==> src/shared/roa_consts.svh <==
/*
  Constants of the oscillation adjustment block: field layout of the
  adjustment byte, correction intervals and oscillator divider figures.
  Assumes inclusion through the package or a design file by bare name.
*/
`ifndef ROA_CONSTS_SVH
`define ROA_CONSTS_SVH

`define ROA_SEL_BIT      7
`define ROA_VAL_MSB      6
`define ROA_VAL_LSB      0
`define ROA_ADJ_RESET    8'h00
`define ROA_PERIOD_SHORT 6'd20
`define ROA_PERIOD_LONG  6'd60
`define ROA_OSC_PER_SEC  15'd32767
`define ROA_PULSE_HIGH   15'd16384

`endif

==> src/shared/roa_pkg.sv <==
/*
  Types of the oscillation adjustment block.
  Assumes roa_consts.svh is on the include path.
*/
package roa_pkg;
  typedef logic [7:0] roa_adj_t;
  typedef enum logic [1:0] {
    ROA_NONE  = 2'b00,
    ROA_SLOW  = 2'b01,
    ROA_FAST  = 2'b10
  } roa_dir_t;
endpackage

==> src/roa_adjust.sv <==
/*
  Oscillation adjustment: divides the oscillator into seconds, once per
  20 or 60 seconds stretches or shortens one second, and drives the
  oscillator clock and a one hertz pulse out.
  Assumes OSC_TICK is a one-cycle pulse per oscillator period, sync to
  CLK_SYS, and ADJ_BYTE is held stable by the serial register file.
*/
`timescale 1ns/1ns
`include "roa_consts.svh"
module roa_adjust #(
  // Last divider index of a nominal second, and pulse-high span
  parameter logic [14:0] LAST_TICK  = `ROA_OSC_PER_SEC,
  parameter logic [14:0] PULSE_HIGH = `ROA_PULSE_HIGH
) (
  // Clock and reset
  input  wire logic           CLK_SYS,
  input  wire logic           NRST,
  // Oscillator
  input  wire logic           OSC_TICK,
  input  wire logic           OSC_LEVEL,
  // Adjustment byte
  input  wire roa_pkg::roa_adj_t ADJ_BYTE,
  // Outputs
  output logic                CRYSTAL_CLOCK_OUTPUT_PIN,
  output logic                INTERRUPT_OUTPUT_PIN,
  output logic                SECOND_TICK
);
  import roa_pkg::*;

  ////////////////////////////////////////////////////////////////////////
  // One bit above the nominal count so fast seconds cannot wrap
  logic [15:0] div_ff;
  logic [5:0]  sec_ff;
  logic [6:0]  steps_ff;
  roa_dir_t    dir_ff;
  logic        clk_ff;
  logic        pulse_ff;
  logic        tick_ff;
  logic        correction_value_field_nz;
  logic        correction_period_select;
  logic [6:0]  correction_value_field;
  logic [6:0]  mag;
  roa_dir_t    dir;
  logic [5:0]  period;
  logic        sec_end;
  logic [15:0] limit;

  // Byte layout
  assign correction_period_select = ADJ_BYTE[`ROA_SEL_BIT];
  assign correction_value_field =
    ADJ_BYTE[`ROA_VAL_MSB:`ROA_VAL_LSB];

  // Decode value field into direction and step count
  function automatic roa_dir_t dec_dir(input logic [6:0] v);
    if (v == 7'h00 || v == 7'h01 || v == 7'h40 || v == 7'h41) begin
      dec_dir = ROA_NONE;
    end else if (v[6]) begin
      dec_dir = ROA_SLOW;
    end else begin
      dec_dir = ROA_FAST;
    end
  endfunction

  // Fast codes are a distance from 01h, slow ones from 80h
  function automatic logic [6:0] dec_mag(input logic [6:0] v);
    if (v[6]) begin
      dec_mag = 7'(8'h80 - {1'b0, v});
    end else begin
      dec_mag = 7'(v - 7'h01);
    end
  endfunction

  assign dir    = dec_dir(correction_value_field);
  assign mag    = dec_mag(correction_value_field);
  assign correction_value_field_nz = (dir != ROA_NONE);
  assign period = correction_period_select ? `ROA_PERIOD_LONG
                                           : `ROA_PERIOD_SHORT;

  // Last divider index of this second; slow removes, fast adds
  always_comb begin
    unique case (dir_ff)
      ROA_SLOW: limit = 16'({1'b0, LAST_TICK} - {9'h000, steps_ff});
      ROA_FAST: limit = 16'({1'b0, LAST_TICK} + {9'h000, steps_ff});
      ROA_NONE: limit = {1'b0, LAST_TICK};
      default:  limit = {1'b0, LAST_TICK};
    endcase
  end
  assign sec_end = OSC_TICK && (div_ff >= limit);

  ////////////////////////////////////////////////////////////////////////
  // Sub-second divider; cleared to zero at the end of every second
  always_ff @(posedge CLK_SYS or negedge NRST) begin
    if (!NRST) begin
      div_ff <= 16'h0000;
    end else if (sec_end) begin
      div_ff <= 16'h0000;
    end else if (OSC_TICK) begin
      div_ff <= 16'(div_ff + 16'h0001);
    end
  end

  // Second counter within interval; correction armed on its last second
  always_ff @(posedge CLK_SYS or negedge NRST) begin
    if (!NRST) begin
      sec_ff   <= 6'h00;
      dir_ff   <= ROA_NONE;
      steps_ff <= 7'h00;
    end else if (sec_end) begin
      if (sec_ff >= 6'(period - 6'd2)) begin
        sec_ff   <= (sec_ff >= 6'(period - 6'd1)) ? 6'h00
                                                  : 6'(sec_ff + 6'd1);
        dir_ff   <= (sec_ff == 6'(period - 6'd2)) ? dir : ROA_NONE;
        steps_ff <= correction_value_field_nz ? mag : 7'h00;
      end else begin
        sec_ff   <= 6'(sec_ff + 6'd1);
        dir_ff   <= ROA_NONE;
        steps_ff <= 7'h00;
      end
    end
  end

  ////////////////////////////////////////////////////////////////////////
  // Clock out and one hertz pulse; registered for clean pins
  always_ff @(posedge CLK_SYS or negedge NRST) begin
    if (!NRST) begin
      clk_ff <= 1'b0;
    end else begin
      clk_ff <= OSC_LEVEL;
    end
  end

  always_ff @(posedge CLK_SYS or negedge NRST) begin
    if (!NRST) begin
      pulse_ff <= 1'b0;
      tick_ff  <= 1'b0;
    end else begin
      pulse_ff <= (div_ff < {1'b0, PULSE_HIGH});
      tick_ff  <= sec_end;
    end
  end

  assign CRYSTAL_CLOCK_OUTPUT_PIN = clk_ff;
  assign INTERRUPT_OUTPUT_PIN     = pulse_ff;
  assign SECOND_TICK              = tick_ff;

  ////////////////////////////////////////////////////////////////////////
  // Pins: skip the first edge after reset, the register was held low
  a_clk_follows: assert property (@(posedge CLK_SYS)
    disable iff (!NRST)
    $past(NRST) |-> CRYSTAL_CLOCK_OUTPUT_PIN == $past(OSC_LEVEL))
    else $error("clock output does not follow oscillator");

  a_pulse_reg: assert property (@(posedge CLK_SYS)
    disable iff (!NRST)
    $past(NRST) |->
    INTERRUPT_OUTPUT_PIN == $past(div_ff < {1'b0, PULSE_HIGH}))
    else $error("pulse output wrong");

  // Decoding of the adjustment byte
  a_no_corr_zero: assert property (@(posedge CLK_SYS)
    disable iff (!NRST)
    sec_end && ADJ_BYTE[6:0] == 7'h00 |=>
    dir_ff == ROA_NONE && steps_ff == 7'h00)
    else $error("correction active with zero value");

  a_null_codes: assert property (@(posedge CLK_SYS)
    disable iff (!NRST)
    (correction_value_field == 7'h41 || correction_value_field == 7'h01 ||
     correction_value_field == 7'h40) |-> dir == ROA_NONE)
    else $error("null code decoded as correction");

  a_slow_code: assert property (@(posedge CLK_SYS)
    disable iff (!NRST)
    correction_value_field == 7'h46 |-> dir == ROA_SLOW && mag == 7'd58)
    else $error("slow code decode wrong");

  a_fast_code: assert property (@(posedge CLK_SYS)
    disable iff (!NRST)
    correction_value_field == 7'h09 |-> dir == ROA_FAST && mag == 7'd8)
    else $error("fast code decode wrong");

  // Interval bookkeeping
  a_sel_period: assert property (@(posedge CLK_SYS)
    disable iff (!NRST)
    period == (ADJ_BYTE[7] ? 6'd60 : 6'd20))
    else $error("interval length wrong");

  a_sec_bound: assert property (@(posedge CLK_SYS)
    disable iff (!NRST)
    sec_ff < 6'd60)
    else $error("second counter out of range");

  // Only the armed second is altered, and by the decoded amount
  a_plain_second: assert property (@(posedge CLK_SYS)
    disable iff (!NRST)
    (sec_end && sec_ff != 6'(period - 6'd2)) |=> dir_ff == ROA_NONE)
    else $error("uncorrected second altered");

  a_corr_armed: assert property (@(posedge CLK_SYS)
    disable iff (!NRST)
    sec_end && sec_ff == 6'(period - 6'd2) && correction_value_field_nz
    |=> dir_ff == $past(dir) && steps_ff == $past(mag))
    else $error("correction not armed as decoded");

  a_div_stops: assert property (@(posedge CLK_SYS)
    disable iff (!NRST)
    sec_end |-> div_ff == limit)
    else $error("second overran its length");

  a_div_window: assert property (@(posedge CLK_SYS)
    disable iff (!NRST)
    div_ff <= 16'({1'b0, LAST_TICK} + 16'd63))
    else $error("divider beyond longest second");

  a_tick_after: assert property (@(posedge CLK_SYS)
    disable iff (!NRST)
    sec_end |=> SECOND_TICK)
    else $error("second tick missing");

  c_fast: cover property (@(posedge CLK_SYS) disable iff (!NRST)
    sec_end && dir_ff == ROA_FAST);

  c_slow: cover property (@(posedge CLK_SYS) disable iff (!NRST)
    sec_end && dir_ff == ROA_SLOW);

  c_wrap: cover property (@(posedge CLK_SYS) disable iff (!NRST)
    sec_end && sec_ff == 6'd59);

  c_neutral: cover property (@(posedge CLK_SYS) disable iff (!NRST)
    sec_end && sec_ff == 6'd18 && dir == ROA_NONE);

  c_long_fast: cover property (@(posedge CLK_SYS) disable iff (!NRST)
    sec_end && dir_ff == ROA_FAST && correction_period_select);
endmodule

==> config.mk <==
export PLATFORM = sky130hd
export DESIGN_NAME = roa_adjust
export DESIGN_NICKNAME = d
export VERILOG_FILES = /design/src/shared/roa_pkg.sv /design/src/roa_adjust.sv
export VERILOG_INCLUDE_DIRS = /design/src /design/src/shared
export SDC_FILE = /design/constraint.sdc
export NUM_CORES = 1
export LEC_CHECK = 0
export BUFFER_PORTS_ARGS = -buffer_cell sky130_fd_sc_hd__buf_4
export CORE_MARGIN = 2
export CORE_UTILIZATION = 40
export DETAILED_ROUTE_END_ITERATION = 6
export SLEW_MARGIN = 5
export SYNTH_ARGS = -nofsm -noshare
export SYNTH_HDL_FRONTEND = slang
export SYNTH_SLANG_ARGS = --single-unit
==> constraint.sdc <==
create_clock -name CLK_SYS -period 4.8 [get_ports CLK_SYS]
set_input_delay 1.2 -clock CLK_SYS [delete_from_list [all_inputs] [get_ports CLK_SYS]]
set_output_delay 1.2 -clock CLK_SYS [all_outputs]
set_load 0.005 [all_outputs]
==> reports/qor.yml, run 1 <==
synth:
  yosys-top-cells-area: "dfrtp_1 34%, ha_1 14%, xnor2_1 6.3%"
  synth.distinct_cells: 47
  synth_area_mm2: 0.00249
  synthArstFlopShare_pct: 100
  synth_edf_count: 0
  yosys.area.top_type: "dfrtp_1"
  yosysMostFrequentCell: "dfrtp_1"
  yosysSeqAreaShare_pct: 34.2
  synth_top_area_share_pct: 34.2
  ys_ff_latch: 34
  syn_inst: 272
  ys_top_cells_by_count: "34 x dfrtp_1, 28 x nor2_1, 27 x ha_1"
  ys_warn_count: 0
  syn_nets: 311
  synth_flop_cell: "dfrtp_1"
  synth.avg_cell_area_um2: 9.14
timing:
  setup_tns_ns: 0
  clock_skew_ns: 0.00743
  slew_violations: 0
  setup_viol: 0
  whs_ns: 0.492
  max_slew_margin_pct: 34.5
  max_freq_ghz: 0.259
  fin_ws_ns: 0.935
  rsz0062_at_grt: "no"
  min_period_over_period_pct: 80.5
  final_hold_viol_count: 0
  tightest_slew_ns: 0.983
  min_period_ns: 3.86
critical_path:
  path_max_fanout: 14
  r2r-end: "div_ff[4]"
  crit_path_end_kind: "flop"
  cp.arrival_ns: 4.03
  crit_path_start_kind: "flop"
  cp_data_required_time_ns: 4.97
  reg2regPathDepth: 11
  rrSetupSlack_ns: 0.94
  worst-setup-path-type: "flop to flop"
  worstReg2RegStart: "dir_ff[0]"
  startpoint: "dir_ff[0]"
global_routing:
  grt_pass1_vias: 1846
  grt_overflow_total: 0
  grt_max_degree: 35
  grtUsageTotal_pct: 14.9
  grt_pass1_wl_mm: 8.62
  antenna_found_initial: 0
cts:
  ctsRootBufferMaster: "clkbuf_8"
  cts_hold_buf: 0
  h-tree-depth: 2
  cts_tree: "done"
  cts-buffers-inserted: 5
  cts_buffer_depth: 2
  clock_latency_ns: 0.28
  post-cts-setup-buffers: 0
  path_clk_slew_ns: 0.08
  cts-resized-gates: 0
  cts_sinks: 34
layout:
  diodes: 0
  fillerInstances: 579
  syn_to_final_growth_pct: 10.3
  layout.nets: 326
  multi_input_area_mm2: 0.00151
  regArea_um2: 851
  layout-drive-gt1-share_pct: 11.1
  layout.cells.non_filler: 363
pwr:
  power.share.clock_pct: 30.2
  switching_power_uw: 232
  p_leak_nw: 1.24
  seqPwrFrac_pct: 47.2
  p_int_uw: 502
  pwr-share-comb_pct: 22.6
  irDropWorstVdd_v: 0.000115
  power-per-cell-area_mw_per_mm2: 267
  p_total_uw: 734
  switching_share_pct: 31.6
floorplan:
  core_area_mm2: 0.00596
  start_util_pct: 41.8
  num_rows: 28
  die_h_um: 82.9
  io_pins: 15
  die-area_mm2: 0.00686
  fp.dieW_um: 82.9
place:
  hpwl_mm: 3.71
  portBuffers: 14
  place_ws_ns: 1.02
  post-place-cells: 355
  place.gp.congestion: 0.890
min_path:
  hold_path_class: "flop to flop"
  hold_depth: 1
  worstHoldStart: "div_ff[15]"
  min_to: "INTERRUPT_OUTPUT_PIN"
routing:
  viasPerCell: 5.39
  drc: 0
  ant_nets: 0
  dr.first_iter.drc_count: 82
  wl_per_cell_um: 13.6
  routed_wl_mm: 4.92
  drt_pass1_iterations: 4
  num_vias: 1957
flow_run:
  drv_cap: 0
run_status:
  status: "completed"
[final cells by class]
| class | instances | area share [%] |
|---|---|---|
| repair buffers | 16 | 4.38 |
| clock inverters | 1 | 0.182 |
| inverters | 22 | 3.01 |
| well taps | 75 | 3.42 |
| flip-flops and latches | 34 | 31.0 |
| multi-input cells | 208 | 54.9 |
| clock buffers | 7 | 3.15 |
[worst max-delay path by stage]
stage / endpoint / slack [ns] / depth (start not counted)
2_1_floorplan: sec_ff[0] / 1.91 / 12
5_1_grt: div_ff[10] / 0.68 / 11
6_report: div_ff[4] / 0.94 / 11
4_1_cts: div_ff[4] / 0.96 / 11
3_5_place_dp: div_ff[10] / 1.02 / 11
3_3_place_gp: div_ff[12] / 0.99 / 11
[power groups by stage]
stage                     Combinational (mW)  Clock [mW]  Sequential, mW
after floorplan                        0.125           0           0.342
after global placement                 0.162           0           0.351
after detailed placement               0.166           0           0.352
after CTS                              0.169       0.231           0.346
after global routing                   0.193       0.243           0.351
final                                  0.166       0.222           0.346
[per-stage QoR]
step / area (um2) / utilization [%]
after CTS: 2740 / 46.1
final: 2740 / 46.1
after floorplan: 2490 / -
after global routing: 2740 / 46.1
after global placement: 2650 / 44.5
after detailed placement: 2650 / 44.5
[placed cells by master (no fill, tap or decap), types with 2 or more instances in the layout]
master,count
nor4_1,2
o22ai_1,3
clkbuf_8,6
a31oi_1,4
nor3b_1,2
o21ai_0,6
and4_1,3
dfrtp_1,34
xnor2_1,18
nor3_1,9
nand4_1,10
and2_1,2
buf_4,16
ha_1,27
a21oi_1,15
nor2b_1,3
and3_1,2
nand3_1,7
xor2_1,5
mux2i_1,8
nor2_1,28
o2bb2ai_1,3
nand2b_1,4
mux2_4,3
inv_1,22
a211o_1,2
a221oi_1,3
nand2_1,21
[routing by layer]
layer | track usage [%] | routed length, um
met1 | 20.1 | 2470
met2 | 23.8 | 2240
met3 | 2.68 | 112
met4 | 5.66 | 91
met5 | 0 | 0
[kinds of logic after synthesis]
kind of cell | Yosys count | share of synthesized area, %
AND/OR/NAND/NOR | 98 | 19.8
AO/OA/AOI/OAI | 49 | 14.0
flip-flops | 34 | 34.2
buffers and inverters | 30 | 5.28
adder cells (fa/ha/maj) | 27 | 13.6
XOR/XNOR | 23 | 8.10
multiplexers | 11 | 5.03
[sequential cells by signal, summed over array words and instances, names as in the netlist]
signal	cells
CRYSTAL_CLOCK_OUTPUT_PIN	1
INTERRUPT_OUTPUT_PIN	1
sec_ff	6
dir_ff	2
SECOND_TICK	1
div_ff	16
steps_ff	7
[critical path, stage by stage, from the launching register on]
cell and delay [ns]:
dfrtp_1 0.38, inv_1 0.08, ha_1 0.46, and4_1 0.38, a21oi_1 0.16, ha_1 0.37, nand4_1 0.13, nor4_2 0.39
a31oi_4 0.19, a21oi_2 0.81, buf_4 0.33, nor2_1 0.07
Note: power is estimated with default switching activity, not from simulation.
==> run 2, diff against run 1 <==
--- a/config.mk
+++ b/config.mk
@@ -6,6 +6,7 @@
 export SDC_FILE = /design/constraint.sdc
 export NUM_CORES = 1
 export LEC_CHECK = 0
+export ABC_AREA = 1
 export BUFFER_PORTS_ARGS = -buffer_cell sky130_fd_sc_hd__buf_4
 export CORE_MARGIN = 2
 export CORE_UTILIZATION = 40
==> constraint.sdc (replaced) <==
create_clock -name CLK_SYS -period 3.65 [get_ports CLK_SYS]
set_input_delay 0.9125 -clock CLK_SYS [delete_from_list [all_inputs] [get_ports CLK_SYS]]
set_output_delay 0.9125 -clock CLK_SYS [all_outputs]
set_load 0.005 [all_outputs]
==> run 2 against run 1 <==
Cell area rose by 9.4%. Synthesized area rose by 9.3%. Die area rose by 8.9%. Global-route usage rose by 1.1 points. Flip-flop and latch count did not move. Critical path depth rose by 7. Non-clock buffer count fell by 2. Core utilization fell by 1.1 points. Critical endpoint is now div_ff[9]. Total power rose by 61%. Count of clock-buffer cells in the layout fell by 2. Worst setup slack got worse by 0.16 ns. Cell count rose by 27%.
==> reports/qor.yml, run 2 <==
run_status:
  status: "completed"
cts:
  path_clk_slew_ns: 0.08  # about the same
  post-cts-setup-buffers: 0  # unchanged
  cts_sinks: 34  # unchanged
  cts_buffer_depth: 2  # unchanged
  cts-resized-gates: 0  # unchanged
  cts-buffers-inserted: 5  # unchanged
  cts_hold_buf: 0  # unchanged
  cts_tree: "done"
  h-tree-depth: 2  # unchanged
  clock_latency_ns: 0.29  # about the same
  ctsRootBufferMaster: "clkbuf_8"
global_routing:
  grt-busiest-layer: "met2"
  met3_usage_pct: 2.86  # +0.17 points
  use_met2_pct: 26.6  # +2.9 points
  grt_overflow_total: 0  # unchanged
  grt_max_degree: 35  # unchanged
  antenna_found_initial: 0  # unchanged
  grt_pass1_wl_mm: 9.66  # +12%
  grtUsageTotal_pct: 16.0  # +1.1 points
  grt_pass1_vias: 2163  # +17%
  met1_usage_pct: 20.7  # +0.54 points
floorplan:
  num_rows: 30  # +7.1%
  fp.dieW_um: 86.4  # +4.3%
  io_pins: 15  # unchanged
  start_util_pct: 40.7  # -1.1 points
  core_area_mm2: 0.00668  # +12%
  die_h_um: 86.4  # +4.3%
  die-area_mm2: 0.00747  # +8.9%
critical_path:
  crit_path_end_kind: "flop"
  cp_data_required_time_ns: 3.83  # -1.14 ns
  startpoint: "steps_ff[0]"
  worst-setup-path-type: "flop to flop"
  crit_path_start_kind: "flop"
  cp.arrival_ns: 3.05  # -0.98 ns
  worstReg2RegStart: "steps_ff[0]"
  path_max_fanout: 16  # +2
timing:
  max_freq_ghz: 0.348  # +35%
  min_period_over_period_pct: 78.6  # -1.9 points
  setup_tns_ns: 0  # unchanged
  clock_skew_ns: 0.0101  # +0.00267 ns
  fin_ws_ns: 0.780  # -0.155 ns
  tightest_slew_ns: 0.444  # -0.539 ns
  max_slew_margin_pct: 70.4  # +36 points
  rsz0062_at_grt: "no"
  setup_viol: 0  # unchanged
  slew_violations: 0  # unchanged
  final_hold_viol_count: 0  # unchanged
  min_period_ns: 2.87  # -0.995 ns
routing:
  drt_pass1_iterations: 4  # unchanged
  dr.first_iter.drc_count: 79  # -3.7%
  drc: 0  # unchanged
  num_vias: 2268  # +16%
  routed_wl_mm: 5.33  # +8.4%
  wl_per_cell_um: 11.6  # -14%
  ant_nets: 0  # unchanged
  viasPerCell: 4.93  # -8.5%
synth:
  ys_warn_count: 0  # unchanged
  synth_top_area_share_pct: 31.3  # -2.9 points
  syn_nets: 404  # +30%
  yosysMostFrequentCell: "nand2_1"
  synthArstFlopShare_pct: 100  # unchanged
  synth_area_mm2: 0.00272  # +9.3%
  syn_inst: 365  # +34%
  synth_flop_cell: "dfrtp_1"
  yosys-top-cells-area: "dfrtp_1 31%, ha_1 12%, nand2_1 12%"
  ys_ff_latch: 34  # unchanged
  synth.avg_cell_area_um2: 7.45  # -19%
  yosys.area.top_type: "dfrtp_1"
  ys_top_cells_by_count: "86 x nand2_1, 47 x inv_1, 44 x nor2_1"
  yosysSeqAreaShare_pct: 31.3  # -2.9 points
  synth.distinct_cells: 38  # -19%
  synth_edf_count: 0  # unchanged
layout:
  most-common-layout-cells: "86 x nand2_1, 47 x inv_1, 44 x nor2_1"
  layout-drive-gt1-share_pct: 11.1  # -0.058 points
  mostFrequentLayoutCell: "nand2_1"
  layout.cells.non_filler: 460  # +27%
  top_regs: "div_ff: 16 flops, steps_ff: 7 flops, sec_ff: 6 flops"
  fillerInstances: 698  # +21%
  diodes: 0  # unchanged
  fin_area_mm2: 0.00300  # +9.4%
  syn_to_final_growth_pct: 10.4  # about the same
  largest_reg_flops: 16  # unchanged
  regMostFlops: "div_ff"
  layout.nets: 418  # +28%
place:
  portBuffers: 14  # unchanged
  place_ws_ns: 0.756  # -0.263 ns
  place.gp.congestion: 0.827  # -7.1%
  post-place-cells: 452  # +27%
  hpwl_mm: 4.10  # +10%
  dpl_cell_area_mm2: 0.00286  # +8.0%
pwr:
  p_leak_nw: 1.55  # +25%
  irDropWorstVdd_v: 0.000196  # +71%
  power-per-cell-area_mw_per_mm2: 393  # +47%
flow_run:
  drv_cap: 0  # unchanged
min_path:
  hold_path_class: "flop to flop"
  worstHoldStart: "div_ff[15]"
[run 2: layer usage]
metal  part of all wire (%)  routed length [um]
met3                    2.5                 135
met5                      0                   0
met1                     49                2590
met2                     47                2490
met4                    2.0                 109
[run 2: kinds of logic after synthesis]
family                     synth area share (%)
AOI/OAI and AO/OA                          8.42
xor gates and xnor gates                   5.80
adders and majority gates                  12.4
buffers and inverters                      9.25
DFF                                        31.3
and+or+nand+nor                            32.8
[run 2: power by group]
group	switching, mW	internal (mW)	leakage (nW)
Clock	0.148	0.274	0.0683
Combinational	0.149	0.115	1.03
Sequential	0.0669	0.426	0.455
Total	0.364	0.815	1.55
[run 2: critical path, stage by stage (launching register included)]
cell     delay (ns)
dfrtp_1        0.40
inv_1          0.09
ha_1           0.25
and3_1         0.23
ha_1           0.27
o21ai_0        0.16
a21oi_1        0.07
ha_1           0.28
nand2_1        0.05
inv_2          0.06
nand2_2        0.05
nor2_1         0.10
nor2_1         0.05
nand2_1        0.06
nand2_2        0.07
nand2_4        0.19
nand2_8        0.13
inv_8          0.18
nor2_1         0.06
[run 2: final timing paths]
kind,depth (start not counted),endpoint,slack (ns)
max,18,div_ff[9],0.78
min,1,INTERRUPT_OUTPUT_PIN,0.49
max reg2reg,18,div_ff[9],0.78
min reg2reg,1,INTERRUPT_OUTPUT_PIN,0.49
max in group asynchronous,1,steps_ff[5],2.76
min in group asynchronous,1,div_ff[2],0.55
[run 2: final cells by class]
type / count / area, um2 / area share, %
tap: 80 / 100 / 3.33
inverter: 49 / 191 / 6.38
sequential: 34 / 851 / 28.3
clock buffer: 5 / 68.8 / 2.29
multi-input combinational: 275 / 1620 / 53.9
clock inverter: 3 / 68.8 / 2.29
timing repair buffer: 14 / 105 / 3.50
[run 2: through the flow]
step | hold WS (ns) | util (%) | total power, mW
2_1_floorplan | 0.455 | - | 0.693
3_3_place_gp | 0.482 | 42.9 | 0.764
5_1_grt | 0.544 | 44.9 | 1.26
4_1_cts | 0.497 | 44.9 | 1.19
6_report | 0.493 | 44.9 | 1.18
3_5_place_dp | 0.485 | 42.9 | 0.766
==> run 3, diff against run 2 <==
==> constraint.sdc (replaced) <==
create_clock -name CLK_SYS -period 2.5 [get_ports CLK_SYS]
set_input_delay 0.625 -clock CLK_SYS [delete_from_list [all_inputs] [get_ports CLK_SYS]]
set_output_delay 0.625 -clock CLK_SYS [all_outputs]
set_load 0.005 [all_outputs]
==> run 3 against run 2 <==
Cell count rose by 5.2%. Sequential share of layout area fell by 2.8 points. Global-route usage rose by 1.2 points. Critical path depth rose by 2. Wire length rose by 13%. Register-to-register slack got worse by 0.75 ns. Hold slack got worse by 0.22 ns. Non-clock buffer count rose by 22. Total power rose by 30%. Largest cell class unchanged. Largest power group unchanged.
==> reports/qor.yml, run 3 (synthesized netlist as in run 2, its figures left out) <==
critical_path:
  cpMaxStageDelayCell: "dfrtp_1"
  crit_family: "simple AND/OR/NAND/NOR gates"
  path_cells: "buf_6, nor2_4, nand3_2, a21oi_2, o21ai_1, o211ai_1, inv_1, ha_4, nand2_2, inv_2, nand2_2, nor2_1, nor2_1, nand2_1, nand2_2, nand2_4, buf_4, nand2_4, nand2_1, nand2_1"
  worst-setup-path-type: "flop to flop"
  slowest_delay_ns: 0.40  # about the same
  cp_data_required_time_ns: 2.68  # -1.15 ns
  cp.arrival_ns: 2.65  # -0.40 ns
  crit_buf_inv: 4  # +1
  path_max_fanout: 7  # -9
  crit_path_start_kind: "flop"
  crit_path_end_kind: "flop"
timing:
  fin_ws_ns: 0.0294  # -0.750 ns
  max_slew_margin_pct: 71.0  # +0.60 points
  setup_viol: 0  # unchanged
  clock_skew_ns: 0.00195  # -0.00815 ns
  max_freq_ghz: 0.405  # +16%
  slew_violations: 0  # unchanged
  min_period_over_period_pct: 98.8  # +20 points
  setup_tns_ns: 0  # unchanged
  tightest_slew_ns: 0.435  # -0.00893 ns
  whs_ns: 0.274  # -0.219 ns
  rsz0062_at_grt: "yes"
  min_period_ns: 2.47  # -0.400 ns
  final_hold_viol_count: 0  # unchanged
pwr:
  power-per-cell-area_mw_per_mm2: 461  # +17%
  irDropWorstVdd_v: 0.000247  # +26%
  p_leak_nw: 1.67  # +7.6%
layout:
  mostFrequentLayoutCell: "nand2_1"
  most-common-layout-cells: "82 x nand2_1, 42 x inv_1, 34 x nor2_1, 34 x buf_4, 32 x dfrtp_1"
  diodes: 0  # unchanged
  layout.nets: 443  # +6.0%
  regMostFlops: "div_ff"
  top_regs: "div_ff: 16 flops, steps_ff: 7 flops, sec_ff: 6 flops"
  syn_to_final_growth_pct: 22.7
  fillerInstances: 672  # -3.7%
  largest_reg_flops: 16  # unchanged
  layout-drive-gt1-share_pct: 24.3  # +13 points
cts:
  cts_hold_buf: 0  # unchanged
  ctsRootBufferMaster: "clkbuf_8"
  cts-buffers-inserted: 5  # unchanged
  cts_sinks: 34  # unchanged
  cts_buffer_depth: 2  # unchanged
  path_clk_slew_ns: 0.07  # about the same
  h-tree-depth: 2  # unchanged
  cts_tree: "done"
  clock_latency_ns: 0.29  # about the same
min_path:
  hold_path_class: "input pin to async pin"
global_routing:
  grt_overflow_total: 0  # unchanged
  grt_max_degree: 35  # unchanged
  grt_pass1_wl_mm: 10.1  # +4.9%
  antenna_found_initial: 0  # unchanged
  grtUsageTotal_pct: 17.1  # +1.2 points
  grt_pass1_vias: 2273  # +5.1%
routing:
  ant_nets: 0  # unchanged
  drc: 0  # unchanged
  viasPerCell: 4.90  # -0.52%
  num_vias: 2374  # +4.7%
  dr.first_iter.drc_count: 144  # +82%
  wl_per_cell_um: 12.5  # +7.7%
  routed_wl_mm: 6.04  # +13%
  drt_pass1_iterations: 6  # +2
run_status:
  status: "completed"
place:
  place_ws_ns: -0.0336  # -0.790 ns
  hpwl_mm: 4.39  # +7.0%
  place.gp.congestion: 0.826  # -0.11%
  portBuffers: 14  # unchanged
floorplan:
  fp.dieW_um: 86.4  # unchanged
  die-area_mm2: 0.00747  # unchanged
  core_area_mm2: 0.00668  # unchanged
  num_rows: 30  # unchanged
  io_pins: 15  # unchanged
  die_h_um: 86.4  # unchanged
  start_util_pct: 40.7  # unchanged
flow_run:
  drv_cap: 0  # unchanged
## run 3: cell count changes in the layout (fill, tap and decap cells not counted), moves of 5 or more
cell | before | now
buf_4 | 14 | 34
inv_1 | 47 | 42
nor2_4 | 9 | 15
ha_1 | 27 | 22
nor2_1 | 44 | 34
## run 3: worst paths after layout
| check | start | to | slack [ns] | cells past startpoint |
|---|---|---|---|---|
| min in group CLK_SYS | OSC_LEVEL | CRYSTAL_CLOCK_OUTPUT_PIN | 0.44 | 1 |
| hold / removal | NRST | div_ff[1] | 0.27 | 1 |
| setup reg to reg | steps_ff[1] | steps_ff[0] | 0.03 | 20 |
| setup / recovery | steps_ff[1] | steps_ff[0] | 0.03 | 20 |
| max in group asynchronous | NRST | steps_ff[2] | 1.89 | 1 |
| hold reg to reg | div_ff[15] | INTERRUPT_OUTPUT_PIN | 0.49 | 1 |
## run 3: layout make-up
cell class                 count  area, um2  area share [%]
tap                           80        100            3.00
timing repair buffer          36        287            8.59
multi-input combinational    277       1790            53.6
timing repair inverter         1       16.3           0.488
clock buffer                   6       72.6            2.18
clock inverter                 1       7.51           0.225
sequential                    34        853            25.6
inverter                      49        213            6.38
## run 3: timing repair
item,CTS,global route
resized for setup,5,40
gates cloned,0,3
endpoints found under the setup margin,15,32
setup buffers,0,6
pin swaps,1,13
## run 3: routing by layer
layer | track usage (%) | routed length [um] | vias up
met5 | 0 | 0 | -
met4 | 6.68 | 76 | 0
met3 | 3.24 | 157 | 6
met2 | 28.9 | 2940 | 31
met1 | 21.7 | 2870 | 1078
li1 | - | - | 1259
## run 3: power breakdown
part	total (mW)	internal, mW	leakage, nW	switching [mW]
combinational	0.422	0.191	1.18	0.231
sequential	0.722	0.622	0.451	0.0996
clock	0.395	0.191	0.0373	0.204
## run 3: metrics by stage
| step | instances | utilization (%) | total power [mW] | cell area, um2 |
|---|---|---|---|---|
| 3_5_place_dp | 468 | 44.9 | 1.13 | 3000 |
| 5_1_grt | 484 | 49.9 | 1.65 | 3340 |
| 2_1_floorplan | 365 | - | 1.01 | 2720 |
| 6_report | 484 | 49.9 | 1.54 | 3340 |
| 4_1_cts | 475 | 46.4 | 1.53 | 3100 |
| 3_3_place_gp | 468 | 44.9 | 1.12 | 3000 |
